==> src/logic/smrw_pkg.sv <==
// Package: constants for the pattern-register controller
`default_nettype none
package smrw_pkg;
    // ******************************************************************
    // Software register map (byte addresses, word index * 4)
    // ******************************************************************
    localparam logic [3:0] SMRW_OFF_CTRL   = 4'h0;
    localparam logic [3:0] SMRW_OFF_CMD    = 4'h4;
    localparam logic [3:0] SMRW_OFF_STATUS = 4'h8;
    localparam logic [3:0] SMRW_OFF_RDATA  = 4'hC;
    // CTRL fields
    localparam int SMRW_CTRL_FMT_LSB = 0;  // Readout format, 2 bits
    localparam int SMRW_CTRL_BL_LSB  = 2;  // MR0 burst-length field copy, 2 bits
    localparam int SMRW_CTRL_PAGE_LSB = 4; // Page select, 2 bits
    // CMD fields
    localparam int SMRW_CMD_LOC_LSB  = 0;  // Pattern location, 2 bits
    localparam int SMRW_CMD_OP_LSB   = 4;  // Operation, 3 bits
    localparam int SMRW_CMD_DATA_LSB = 8;  // Write data, 8 bits
    // Operation codes
    localparam logic [2:0] SMRW_OP_ENTER = 3'h1;
    localparam logic [2:0] SMRW_OP_READ  = 3'h2;
    localparam logic [2:0] SMRW_OP_WRITE = 3'h3;
    localparam logic [2:0] SMRW_OP_EXIT  = 3'h4;
    // Readout formats and burst-length field
    localparam logic [1:0] SMRW_FMT_SERIAL    = 2'h0;
    localparam logic [1:0] SMRW_FMT_PARALLEL  = 2'h1;
    localparam logic [1:0] SMRW_FMT_STAGGERED = 2'h2;
    localparam logic [1:0] SMRW_BL_OTF        = 2'h1;
    localparam logic [1:0] SMRW_PAGE0         = 2'h0;
    // Reset values
    localparam logic [5:0] SMRW_CTRL_RST = 6'h00;
    // ******************************************************************
    // Device command encoding on cmd_o
    // ******************************************************************
    localparam logic [2:0] SMRW_DCMD_NOP = 3'h0;
    localparam logic [2:0] SMRW_DCMD_MRS = 3'h1;
    localparam logic [2:0] SMRW_DCMD_RD  = 3'h2;
    localparam logic [2:0] SMRW_DCMD_WR  = 3'h3;
    localparam logic [2:0] SMRW_DCMD_PRE = 3'h4;
    localparam logic [1:0] SMRW_MR3      = 2'h3;
    localparam int SMRW_MR3_EN_BIT = 2;
    localparam int SMRW_MR3_FMT_LSB = 11;
    localparam int SMRW_A12 = 12;
    // ******************************************************************
    // Timing (ns) and cycle counts at 8 ns
    // ******************************************************************
    localparam int SMRW_CLK_NS   = 8;
    localparam int SMRW_TRP_NS   = 15;
    localparam int SMRW_TMOD_NS  = 24;
    localparam int SMRW_TWR_NS   = 16;
    localparam int SMRW_TMPRR_NS = 8;
    localparam int SMRW_RL_CYC   = 16;  // Read latency plus parity latency
    localparam logic [5:0] SMRW_TRP_CYC   = 6'((SMRW_TRP_NS + SMRW_CLK_NS - 1) / SMRW_CLK_NS);
    localparam logic [5:0] SMRW_TMOD_CYC  = 6'((SMRW_TMOD_NS + SMRW_CLK_NS - 1) / SMRW_CLK_NS);
    localparam logic [5:0] SMRW_TWR_CYC   = 6'((SMRW_TWR_NS + SMRW_CLK_NS - 1) / SMRW_CLK_NS);
    localparam logic [5:0] SMRW_TMPRR_CYC = 6'((SMRW_TMPRR_NS + SMRW_CLK_NS - 1) / SMRW_CLK_NS);
    // Read latency, eight beats and two synchroniser stages
    localparam logic [5:0] SMRW_RL_WAIT   = 6'(SMRW_RL_CYC + 10);
endpackage : smrw_pkg
`default_nettype wire

==> src/logic/smrw_ctrl.sv <==
// Controller that loads and reads DRAM pattern registers
`timescale 1ns/10ps
`default_nettype none
module smrw_ctrl
    import smrw_pkg::*;
(
    input  wire logic        core_clk,
    input  wire logic        reset_n,
    input  wire logic [3:0]  avs_address,
    input  wire logic        avs_read,
    input  wire logic        avs_write,
    input  wire logic [31:0] avs_writedata,
    output logic      [31:0] avs_readdata,
    output logic             avs_waitrequest,
    output logic      [2:0]  cmd_o,
    output logic      [1:0]  ba_o,
    output logic      [17:0] addr_o,
    output logic             dbi_en_o,
    input  wire logic [7:0]  dq_i,
    input  wire logic        dq_valid_i
);
    // ******************************************************************
    // Types and state
    // ******************************************************************
    typedef enum logic [2:0] {
        SMRW_IDLE, SMRW_PRE_WAIT, SMRW_MOD_WAIT, SMRW_RD_WAIT, SMRW_WR_WAIT,
        SMRW_EXIT_WAIT
    } smrw_state_t;

    smrw_state_t  state_ff;
    logic [5:0]   ctrl_ff;
    logic [5:0]   cnt_ff;
    logic         mode_ff;
    logic         busy_ff;
    logic         err_ff;
    logic         done_ff;
    logic [1:0]   loc_ff;
    logic [2:0]   op_ff;
    logic [7:0]   wdata_ff;
    logic [7:0]   rdata_ff;
    logic [2:0]   ui_ff;
    logic         ack_ff;
    logic [31:0]  rd_ff;
    logic [7:0]   dq_s1_ff;
    logic [7:0]   dq_s2_ff;
    logic         dv_s1_ff;
    logic         dv_s2_ff;
    logic         cmd_take;
    logic         refuse;
    logic [1:0]   fmt;

    assign fmt      = ctrl_ff[SMRW_CTRL_FMT_LSB +: 2];
    assign cmd_take = avs_write && ack_ff && avs_address == SMRW_OFF_CMD && !busy_ff;

    // Orders that break the device's read or write constraints are refused
    function automatic logic smrw_illegal(input logic [2:0] op, input logic [1:0] loc,
                                          input logic [1:0] f, input logic [1:0] pg,
                                          input logic md);
        smrw_illegal = 1'b0;
        if ((op == SMRW_OP_READ || op == SMRW_OP_WRITE) && !md)
            smrw_illegal = 1'b1;
        if (op == SMRW_OP_READ && f == SMRW_FMT_PARALLEL && loc != 2'h0)
            smrw_illegal = 1'b1;
        if (op == SMRW_OP_WRITE && pg != SMRW_PAGE0)
            smrw_illegal = 1'b1;
        if ((op == SMRW_OP_READ || op == SMRW_OP_ENTER) && f == 2'h3)
            smrw_illegal = 1'b1;
    endfunction : smrw_illegal

    assign refuse = smrw_illegal(avs_writedata[SMRW_CMD_OP_LSB +: 3],
                                 avs_writedata[SMRW_CMD_LOC_LSB +: 2], fmt,
                                 ctrl_ff[SMRW_CTRL_PAGE_LSB +: 2], mode_ff);

    // ******************************************************************
    // Avalon slave: one wait cycle, then ack
    // ******************************************************************
    always_ff @(posedge core_clk) begin
        if (!reset_n) begin
            ack_ff <= 1'b0;
        end else begin
            ack_ff <= (avs_read || avs_write) && !ack_ff;
        end
    end

    // Waitrequest high until the ack cycle
    always_ff @(posedge core_clk) begin
        if (!reset_n) begin
            avs_waitrequest <= 1'b1;
        end else begin
            avs_waitrequest <= !((avs_read || avs_write) && !ack_ff);
        end
    end

    // Read data mux, registered
    always_ff @(posedge core_clk) begin
        if (!reset_n) begin
            avs_readdata <= 32'h0000_0000;
        end else begin
            unique case (avs_address)
                SMRW_OFF_CTRL:   avs_readdata <= {26'h0, ctrl_ff};
                SMRW_OFF_STATUS: avs_readdata <= {28'h0, done_ff, err_ff, mode_ff, busy_ff};
                SMRW_OFF_RDATA:  avs_readdata <= rd_ff;
                default:         avs_readdata <= 32'h0000_0000;
            endcase
        end
    end

    // Control register
    always_ff @(posedge core_clk) begin
        if (!reset_n) begin
            ctrl_ff <= SMRW_CTRL_RST;
        end else if (avs_write && ack_ff && avs_address == SMRW_OFF_CTRL) begin
            ctrl_ff <= avs_writedata[5:0];
        end
    end

    // Error flag: set on refused order, cleared by a legal one
    always_ff @(posedge core_clk) begin
        if (!reset_n) begin
            err_ff <= 1'b0;
        end else if (cmd_take) begin
            err_ff <= refuse;
        end
    end

    // ******************************************************************
    // Pin synchronisers for returned read data
    // ******************************************************************
    always_ff @(posedge core_clk) begin
        if (!reset_n) begin
            dq_s1_ff <= 8'h00;
            dq_s2_ff <= 8'h00;
            dv_s1_ff <= 1'b0;
            dv_s2_ff <= 1'b0;
        end else begin
            dq_s1_ff <= dq_i;
            dq_s2_ff <= dq_s1_ff;
            dv_s1_ff <= dq_valid_i;
            dv_s2_ff <= dv_s1_ff;
        end
    end

    // Capture burst, one UI per valid beat; lane 0 keeps UI order
    always_ff @(posedge core_clk) begin
        if (!reset_n) begin
            rdata_ff <= 8'h00;
            ui_ff    <= 3'h0;
            rd_ff    <= 32'h0000_0000;
        end else if (state_ff != SMRW_RD_WAIT) begin
            ui_ff <= 3'h0;
        end else if (dv_s2_ff) begin
            rdata_ff[ui_ff] <= dq_s2_ff[0];
            ui_ff           <= ui_ff + 3'h1;
            // First beat carries the whole pattern across lanes in parallel
            if (ui_ff == 3'h0 && fmt == SMRW_FMT_PARALLEL)
                rd_ff[15:8] <= dq_s2_ff;
            if (ui_ff == 3'h7)
                rd_ff[7:0] <= {dq_s2_ff[0], rdata_ff[6:0]};
        end
    end

    // ******************************************************************
    // Command sequencer
    // ******************************************************************
    always_ff @(posedge core_clk) begin
        if (!reset_n) begin
            state_ff <= SMRW_IDLE;
            cnt_ff   <= 6'h00;
            mode_ff  <= 1'b0;
            busy_ff  <= 1'b0;
            done_ff  <= 1'b0;
            loc_ff   <= 2'h0;
            op_ff    <= 3'h0;
            wdata_ff <= 8'h00;
            cmd_o    <= SMRW_DCMD_NOP;
            ba_o     <= 2'h0;
            addr_o   <= 18'h0_0000;
            dbi_en_o <= 1'b0;
        end else begin
            cmd_o    <= SMRW_DCMD_NOP;
            dbi_en_o <= 1'b0;
            unique case (state_ff)
                SMRW_IDLE: begin
                    if (cmd_take && !refuse) begin
                        busy_ff  <= 1'b1;
                        done_ff  <= 1'b0;
                        op_ff    <= avs_writedata[SMRW_CMD_OP_LSB +: 3];
                        loc_ff   <= avs_writedata[SMRW_CMD_LOC_LSB +: 2];
                        wdata_ff <= avs_writedata[SMRW_CMD_DATA_LSB +: 8];
                        ba_o     <= avs_writedata[SMRW_CMD_LOC_LSB +: 2];
                        addr_o   <= 18'h0_0000;
                        unique case (avs_writedata[SMRW_CMD_OP_LSB +: 3])
                            SMRW_OP_ENTER: begin
                                cmd_o    <= SMRW_DCMD_PRE;
                                cnt_ff   <= SMRW_TRP_CYC;
                                state_ff <= SMRW_PRE_WAIT;
                            end
                            SMRW_OP_READ: begin
                                cmd_o  <= SMRW_DCMD_RD;
                                addr_o[SMRW_A12] <=
                                    ctrl_ff[SMRW_CTRL_BL_LSB +: 2] == SMRW_BL_OTF;
                                cnt_ff   <= SMRW_RL_WAIT;
                                state_ff <= SMRW_RD_WAIT;
                            end
                            SMRW_OP_WRITE: begin
                                cmd_o  <= SMRW_DCMD_WR;
                                addr_o <= {10'h000, avs_writedata[SMRW_CMD_DATA_LSB +: 8]};
                                cnt_ff   <= SMRW_TWR_CYC;
                                state_ff <= SMRW_WR_WAIT;
                            end
                            SMRW_OP_EXIT: begin
                                cnt_ff   <= SMRW_TMPRR_CYC;
                                state_ff <= SMRW_EXIT_WAIT;
                            end
                            default: begin
                                busy_ff <= 1'b0;
                                done_ff <= 1'b1;
                            end
                        endcase
                    end
                end
                SMRW_PRE_WAIT: begin
                    if (cnt_ff <= 6'h1) begin
                        // MR3: enable, format, page
                        cmd_o  <= SMRW_DCMD_MRS;
                        ba_o   <= SMRW_MR3;
                        addr_o <= 18'h0_0000;
                        addr_o[SMRW_MR3_EN_BIT] <= 1'b1;
                        addr_o[SMRW_MR3_FMT_LSB +: 2] <= fmt;
                        addr_o[1:0] <= ctrl_ff[SMRW_CTRL_PAGE_LSB +: 2];
                        cnt_ff   <= SMRW_TMOD_CYC;
                        state_ff <= SMRW_MOD_WAIT;
                    end else begin
                        cnt_ff <= cnt_ff - 6'h1;
                    end
                end
                SMRW_EXIT_WAIT: begin
                    if (cnt_ff <= 6'h1) begin
                        cmd_o  <= SMRW_DCMD_MRS;
                        ba_o   <= SMRW_MR3;
                        addr_o <= 18'h0_0000;
                        cnt_ff   <= SMRW_TMOD_CYC;
                        mode_ff  <= 1'b0;
                        op_ff    <= SMRW_OP_EXIT;
                        state_ff <= SMRW_MOD_WAIT;
                    end else begin
                        cnt_ff <= cnt_ff - 6'h1;
                    end
                end
                SMRW_MOD_WAIT, SMRW_RD_WAIT, SMRW_WR_WAIT: begin
                    if (cnt_ff <= 6'h1) begin
                        if (state_ff == SMRW_MOD_WAIT)
                            mode_ff <= op_ff == SMRW_OP_ENTER;
                        busy_ff  <= 1'b0;
                        done_ff  <= 1'b1;
                        state_ff <= SMRW_IDLE;
                    end else begin
                        cnt_ff <= cnt_ff - 6'h1;
                    end
                end
            endcase
        end
    end
endmodule : smrw_ctrl
`default_nettype wire

==> config.mk <==
export PLATFORM = sky130hd
export DESIGN_NAME = smrw_ctrl
export DESIGN_NICKNAME = d
export VERILOG_FILES = /design/src/logic/smrw_pkg.sv /design/src/logic/smrw_ctrl.sv
export SDC_FILE = /design/constraint.sdc
export NUM_CORES = 1
export LEC_CHECK = 0
export BUFFER_PORTS_ARGS = -buffer_cell sky130_fd_sc_hd__buf_2
export CAP_MARGIN = 10
export CORE_MARGIN = 5
export CORE_UTILIZATION = 35
export CTS_BUF_LIST = sky130_fd_sc_hd__clkbuf_4
export DETAILED_ROUTE_END_ITERATION = 10
export SYNTH_ARGS = -nofsm -noshare
export SYNTH_HDL_FRONTEND = slang
export SYNTH_SLANG_ARGS = --single-unit
==> constraint.sdc <==
create_clock -name core_clk -period 2.2 [get_ports core_clk]
set_input_delay 0.33 -clock core_clk [delete_from_list [all_inputs] [get_ports core_clk]]
set_output_delay 0.33 -clock core_clk [all_outputs]
set_load 0.01 [all_outputs]
Yosys cells after proc, flatten, opt, wreduce, memory -nomap -nowiden
Index checks and enable logic that the tools add are counted.
W data, S select, Z words.
{ "word_totals": {"reg_bits": 124, "input_bits": 49, "output_inout_bits": 57, "wordCells": 147} }
{ "classes": {"n_addsub": 2, "magnitude_cmp": 3, "eq_ne": 27, "muxes": 45, "bitwise_logic": 2, "n_reduce_logical": 46} }
{ "ops": {"columns": ["operator", "n"], "rows": [
  ["$mux W18", 3],
  ["$pmux W18 S3", 1],
  ["$pmux W16 S3", 1],
  ["$pmux W6 S3", 2],
  ["$mux W3", 6],
  ["$mux W6", 3],
  ["$pmux W3 S3", 2],
  ["$reduce_and A3 Y1", 6],
  ["$mux W1", 15],
  ["$logic_and A1 B1 Y1", 13],
  ["$eq A3 B2 Y1 const B", 4],
  ["$eq A3 B3 Y1 const B", 4],
  ["$ne A2 B2 Y1 const B", 6],
  ["$pmux W3 S2", 2],
  ["$pmux W3 S4", 1],
  ["$reduce_and A4 Y1", 3],
  ["$reduce_bool A2 Y1", 6],
  ["$eq A3 B1 Y1 const B", 3],
  ["$bwmux W8", 1],
  ["$eq A4 B4 Y1 const B", 2],
  ["$mux W8", 1],
  ["$le A6 B1 Y1 const B", 1],
  ["$logic_not A3 Y1", 2],
  ["$pmux W1 S2", 3],
  ["other kinds (23)", 34]
]} }

Logic depth before layout (Yosys ltp)
{ "depth": {"ltp_word": 11, "depth_mapped": 8, "depth_no_buf": 7} }

Worst setup path after synthesis
Ideal clock, no wire load.
{ "synth_timing": {"path_type": "in2reg", "from": "input port avs_writedata[4]", "to": "register addr_o[0]", "setup_time_ns": 0.072, "arrival_time_ns": 1.788, "required_time_ns": 2.128, "path_slack_ns": 0.340, "cell_stages": 8, "n_path_buf": 3, "path_cell_list": "buf_4 xnor2_1 o32a_1 and4_1 buf_2 a21oi_1 buf_4 mux2i_1"} }
{ "synth_between": {"elab_chain_len": 11, "elab_cells_between_ends": 21, "classes_between": "4 x eq/ne; 7 x mux; 10 x reduce/logical"} }
{ "synth_rtl": {"columns": ["item", "line", "rtl"], "rows": [
  ["start, declared", "smrw_ctrl.sv:12", "input wire logic [31:0] avs_writedata,"],
  ["$eq A3 B2 Y1 (on tied branches)", null, null],
  ["$logic_or A1 B1 Y1", "smrw_ctrl.sv:60", "if ((op == SMRW_OP_READ || op == SMRW_OP_WRITE) && !md)"],
  ["$logic_and A1 B1 Y1", "smrw_ctrl.sv:60", null],
  ["$mux W1", "smrw_ctrl.sv:60", null],
  ["$mux W1", "smrw_ctrl.sv:62", "if (op == SMRW_OP_READ && f == SMRW_FMT_PARALLEL && loc != 2'h0)"],
  ["$mux W1", "smrw_ctrl.sv:64", "if (op == SMRW_OP_WRITE && pg != SMRW_PAGE0)"],
  ["$mux W1", "smrw_ctrl.sv:66", "if ((op == SMRW_OP_READ || op == SMRW_OP_ENTER) && f == 2'h3)"],
  ["$logic_not A1 Y1", "smrw_ctrl.sv:184", "if (cmd_take && !refuse) begin"],
  ["$logic_and A1 B1 Y1", "smrw_ctrl.sv:184", null],
  ["$ne A2 B2 Y1 (no source line)", null, null],
  ["$reduce_and A4 Y1 (no source line)", null, null],
  ["end signal, assigned by index", "smrw_ctrl.sv:200", "addr_o[SMRW_A12] <="],
  ["end signal, assigned", "smrw_ctrl.sv:207", "addr_o <= {10'h000, avs_writedata[SMRW_CMD_DATA_LSB +: 8]};"],
  ["end signal, assigned by index", "smrw_ctrl.sv:229", "addr_o[SMRW_MR3_FMT_LSB +: 2] <= fmt;"],
  ["end, declared", "smrw_ctrl.sv:17", "output logic [17:0] addr_o,"]
]} }
Several ways; a longest one is shown, not always the timed one. The select of a mux whose other input is x is not followed.
A chain may end at the register's enable or synchronous reset.

Final worst setup path
{ "layout_timing": {"from": "register cnt_ff[2]", "to": "register cnt_ff[2]"} }
{ "layout_between": {"elab_chain_len": 3, "elab_cells_between_ends": 7, "classes_between": "1 x add/sub; 1 x order compare; 1 x eq/ne; 3 x mux; 1 x reduce/logical"} }
{ "layout_rtl": {"columns": ["item", "line", "rtl"], "rows": [
  ["start, declared", "smrw_ctrl.sv:32", "logic [5:0] cnt_ff;"],
  ["start signal, assigned", "smrw_ctrl.sv:234", "cnt_ff <= cnt_ff - 6'h1;"],
  ["start signal, assigned", "smrw_ctrl.sv:247", "cnt_ff <= cnt_ff - 6'h1;"],
  ["start signal, assigned", "smrw_ctrl.sv:258", "cnt_ff <= cnt_ff - 6'h1;"],
  ["$sub A6 B1 Y6 or $le A6 B1 Y1 (tied branches)", null, null],
  ["$mux W6, or another cell as far along", "smrw_ctrl.sv:251", "if (cnt_ff <= 6'h1) begin"],
  ["$pmux W6 S3 or $reduce_and A3 Y1 (tied branches)", null, null]
]} }
Several ways; a longest one is shown, not always the timed one. The select of a mux whose other input is x is not followed.

==> impl_metrics.ini <==
[critical_path]
cp.arrival_ns = 2.37
cp_max_fo = 9
r2r-start = cnt_ff[2]
crit_path_start_kind = flip-flop
rr_worst_depth = 5
path_class = reg2reg
endpoint_kind = flip-flop
rrSetupSlack_ns = 0.19
cp.required_ns = 2.56
critPathLaunch = cnt_ff[2]

[synthesis]
synth_seq_cells = 99
ys_warn_count = 0
synth_flop_cell = dfxtp_1
syn_area_um2 = 4320
seq_area_frac_synth = 0.459
synthCells = 477
avgSynthCellArea_um2 = 9.05
yosysUniqueCellTypes = 58
synth_edf_count = 0
async_flop_share = 0

[finish]
fill_cells = 1215
drive_gt1_frac = 0.201
final_nets = 590
areaGrowthSynthToFinish_pct = 13.3

[detailed_routing]
first_pass_iters = 4
drc = 0
postRouteWirelength_mm = 9.61
routed-via-count = 3439
drtAntennaViolNets = 0
post_drt_via_cell_ratio = 4.84
drtIter0Drc = 215
wire_per_inst_um = 13.5

[clocking]
cts_root_buf = clkbuf_4
cts_tree = done
worst_skew_pair.late_latency_ns = 0.45
cts_max_level = 3
numCtsBuffers = 9
clkSinkCount = 99
cts_resized = 0
clockBufferDepth = 2
clkSlewWorstSetupHoldPaths_ns = 0.17
cts_setup_buffers = 0
holdBufCountCts = 0

[placed_design]
place.gp.congestion = 0.836
hpwl_mm = 7.18
io_buffers = 63

[pwr]
power.density_nw_per_um2 = 612
power.total_mw = 2.99
max-vdd-ir-drop_v = 0.000331
leakagePower_nw = 2.17

[global_routing]
grt_pass1_vias = 3233
top_usage_layer = met2
use_met3 = 0.0392
gr-total-overflow = 0
grt_max_degree = 38
grtUsageMet1 = 0.183
groute.usage.overall = 0.133
antenna_found_initial = 1
grt_pass1_wl_mm = 15.8
use_met2 = 0.205

[timing]
grt_setup_unrepaired = no
fin_skew_ns = 0.0217
slew_headroom = 0.585
setup_viol = 0
finalCritPeriodShare = 0.914
final.setup.tns_ns = 0
period_minus_slack_ns = 2.01
drv_slew = 0
worstMarginPinSlew_ns = 0.607
fmax_ghz = 0.497
hold_viol_final = 0

[worst_hold_path]
hp-class = in2reg
hold_depth = 2
worstHoldStart = dq_valid_i

[floorplan]
dieArea_um2 = 14700
core_um2 = 12100
io_pins = 106
start_util = 0.358
std_cell_rows = 40
dieWidth_um = 121
die_h_um = 121

[flow_run]
cap_violations = 0

[outcome]
status = complete, no violations
final timing paths:
check / endpoint
worst max register to register: cnt_ff[2]
worst max-delay path: cnt_ff[2]
worst min-delay path: dv_s1_ff
worst min register to register: dq_s2_ff[4]
layout by cell type (no fill, tap or decap), types with 4 or more instances in the layout:
| master | Yosys | layout |
|---|---|---|
| a21oi_1 | 23 | 23 |
| a22oi_1 | 5 | 5 |
| a32o_1 | 4 | 4 |
| and2_1 | 29 | 29 |
| buf_2 | 7 | 63 |
| buf_4 | 28 | 17 |
| clkbuf_4 | 0 | 9 |
| conb_1 | 1 | 25 |
| dfxtp_1 | 99 | 99 |
| ha_1 | 5 | 5 |
| inv_1 | 12 | 12 |
| mux2_2 | 4 | 4 |
| mux2i_1 | 32 | 32 |
| nand2_1 | 54 | 54 |
| nand3_1 | 18 | 18 |
| nor2_1 | 43 | 43 |
| nor3_1 | 10 | 10 |
| nor3b_1 | 5 | 5 |
| o211ai_1 | 11 | 11 |
| o311a_1 | 5 | 4 |
| or3_1 | 6 | 6 |
cells by family after synthesis:
kind of cell             count (synthesis)  synth area share
other                                    1          0.000868
buffers and inverters                   68            0.0872
AO/OA/AOI/OAI                           78             0.130
XOR/XNOR                                 2           0.00406
flip-flops                              99             0.459
multiplexers                            36            0.0846
adder cells (fa/ha/maj)                  5            0.0145
AND/OR/NAND/NOR                        188             0.220
per-stage QoR:
stage | cells | setup slack, ns | area (um2) | hold slack [ns] | utilization
2_1_floorplan | 501 | 0.340 | 4410 | 0.412 | -
3_3_place_gp | 693 | 0.218 | 4730 | 0.419 | 0.392
3_5_place_dp | 693 | 0.137 | 4730 | 0.422 | 0.392
4_1_cts | 709 | 0.0966 | 4890 | 0.0455 | 0.405
5_1_grt | 710 | 0.103 | 4890 | 0.0394 | 0.406
6_report | 710 | 0.188 | 4890 | 0.0738 | 0.406
per-layer routing:
layer | vias up | part of all wire
met5 | - | 0
met4 | 0 | 0.0076
met3 | 8 | 0.081
met2 | 109 | 0.46
met1 | 1581 | 0.45
li1 | 1741 | -
registers in the layout, summed over array words and instances, names as in the netlist:
name,flops
cmd_o,3
dv_s1_ff,1
op_ff,3
cnt_ff,6
state_ff,3
dv_s2_ff,1
ctrl_ff,6
rd_ff,16
done_ff,1
avs_readdata,16
avs_waitrequest,1
err_ff,1
addr_o,10
mode_ff,1
ui_ff,3
dq_s1_ff,8
ack_ff,1
rdata_ff,7
busy_ff,1
ba_o,2
dq_s2_ff,8
area by class of cell:
class	instances	area [um2]	area share
timing repair buffer	80	443	0.0905
inverter	12	45.0	0.00920
clock inverter	7	88.8	0.0182
sequential	99	1980	0.405
clock buffer	9	67.6	0.0138
tap	168	210	0.0430
multi-input combinational	334	2050	0.420
antenna	1	2.50	0.000511
cells in the mapped netlist, drive strengths merged (2+ instances only):
cell type | n | area [um2]
nand2 | 54 | 203
o21a | 2 | 15.0
mux2i | 32 | 320
dfxtp | 99 | 1980
ha | 5 | 62.6
nor2b | 2 | 12.5
o21ai | 6 | 30.0
o211ai | 12 | 95.1
o31ai | 3 | 22.5
nor2 | 43 | 161
a22oi | 5 | 37.5
a32o | 4 | 40.0
xnor2 | 2 | 17.5
mux2 | 4 | 45.0
or3b | 3 | 26.3
o32ai | 3 | 26.3
buf | 37 | 260
clkbuf | 19 | 71.3
o311a | 5 | 50.1
nand3 | 18 | 90.1
a21oi | 24 | 124
nor4 | 3 | 18.8
a2111oi | 2 | 17.5
nor3b | 6 | 50.1
and4 | 3 | 26.3
or3 | 6 | 37.5
and2 | 29 | 181
nor3 | 11 | 60.1
inv | 12 | 45.0
nand4 | 2 | 18.8
nand2b | 3 | 18.8
critical path: stages (launching register included):
cell	delay (ns)
dfxtp_1	0.40
or3_1	0.52
o311a_2	0.53
a21oi_2	0.15
o21ai_1	0.07
a32o_1	0.25
report_power, final:
group	internal, mW	leakage (nW)	switching (mW)
logic	0.0667	1.29	0.113
clock network	0.285	0.0833	0.701
registers	1.82	0.802	0.0115
total	2.17	2.17	0.825
No activity file was read; power rests on OpenSTA's default activity.
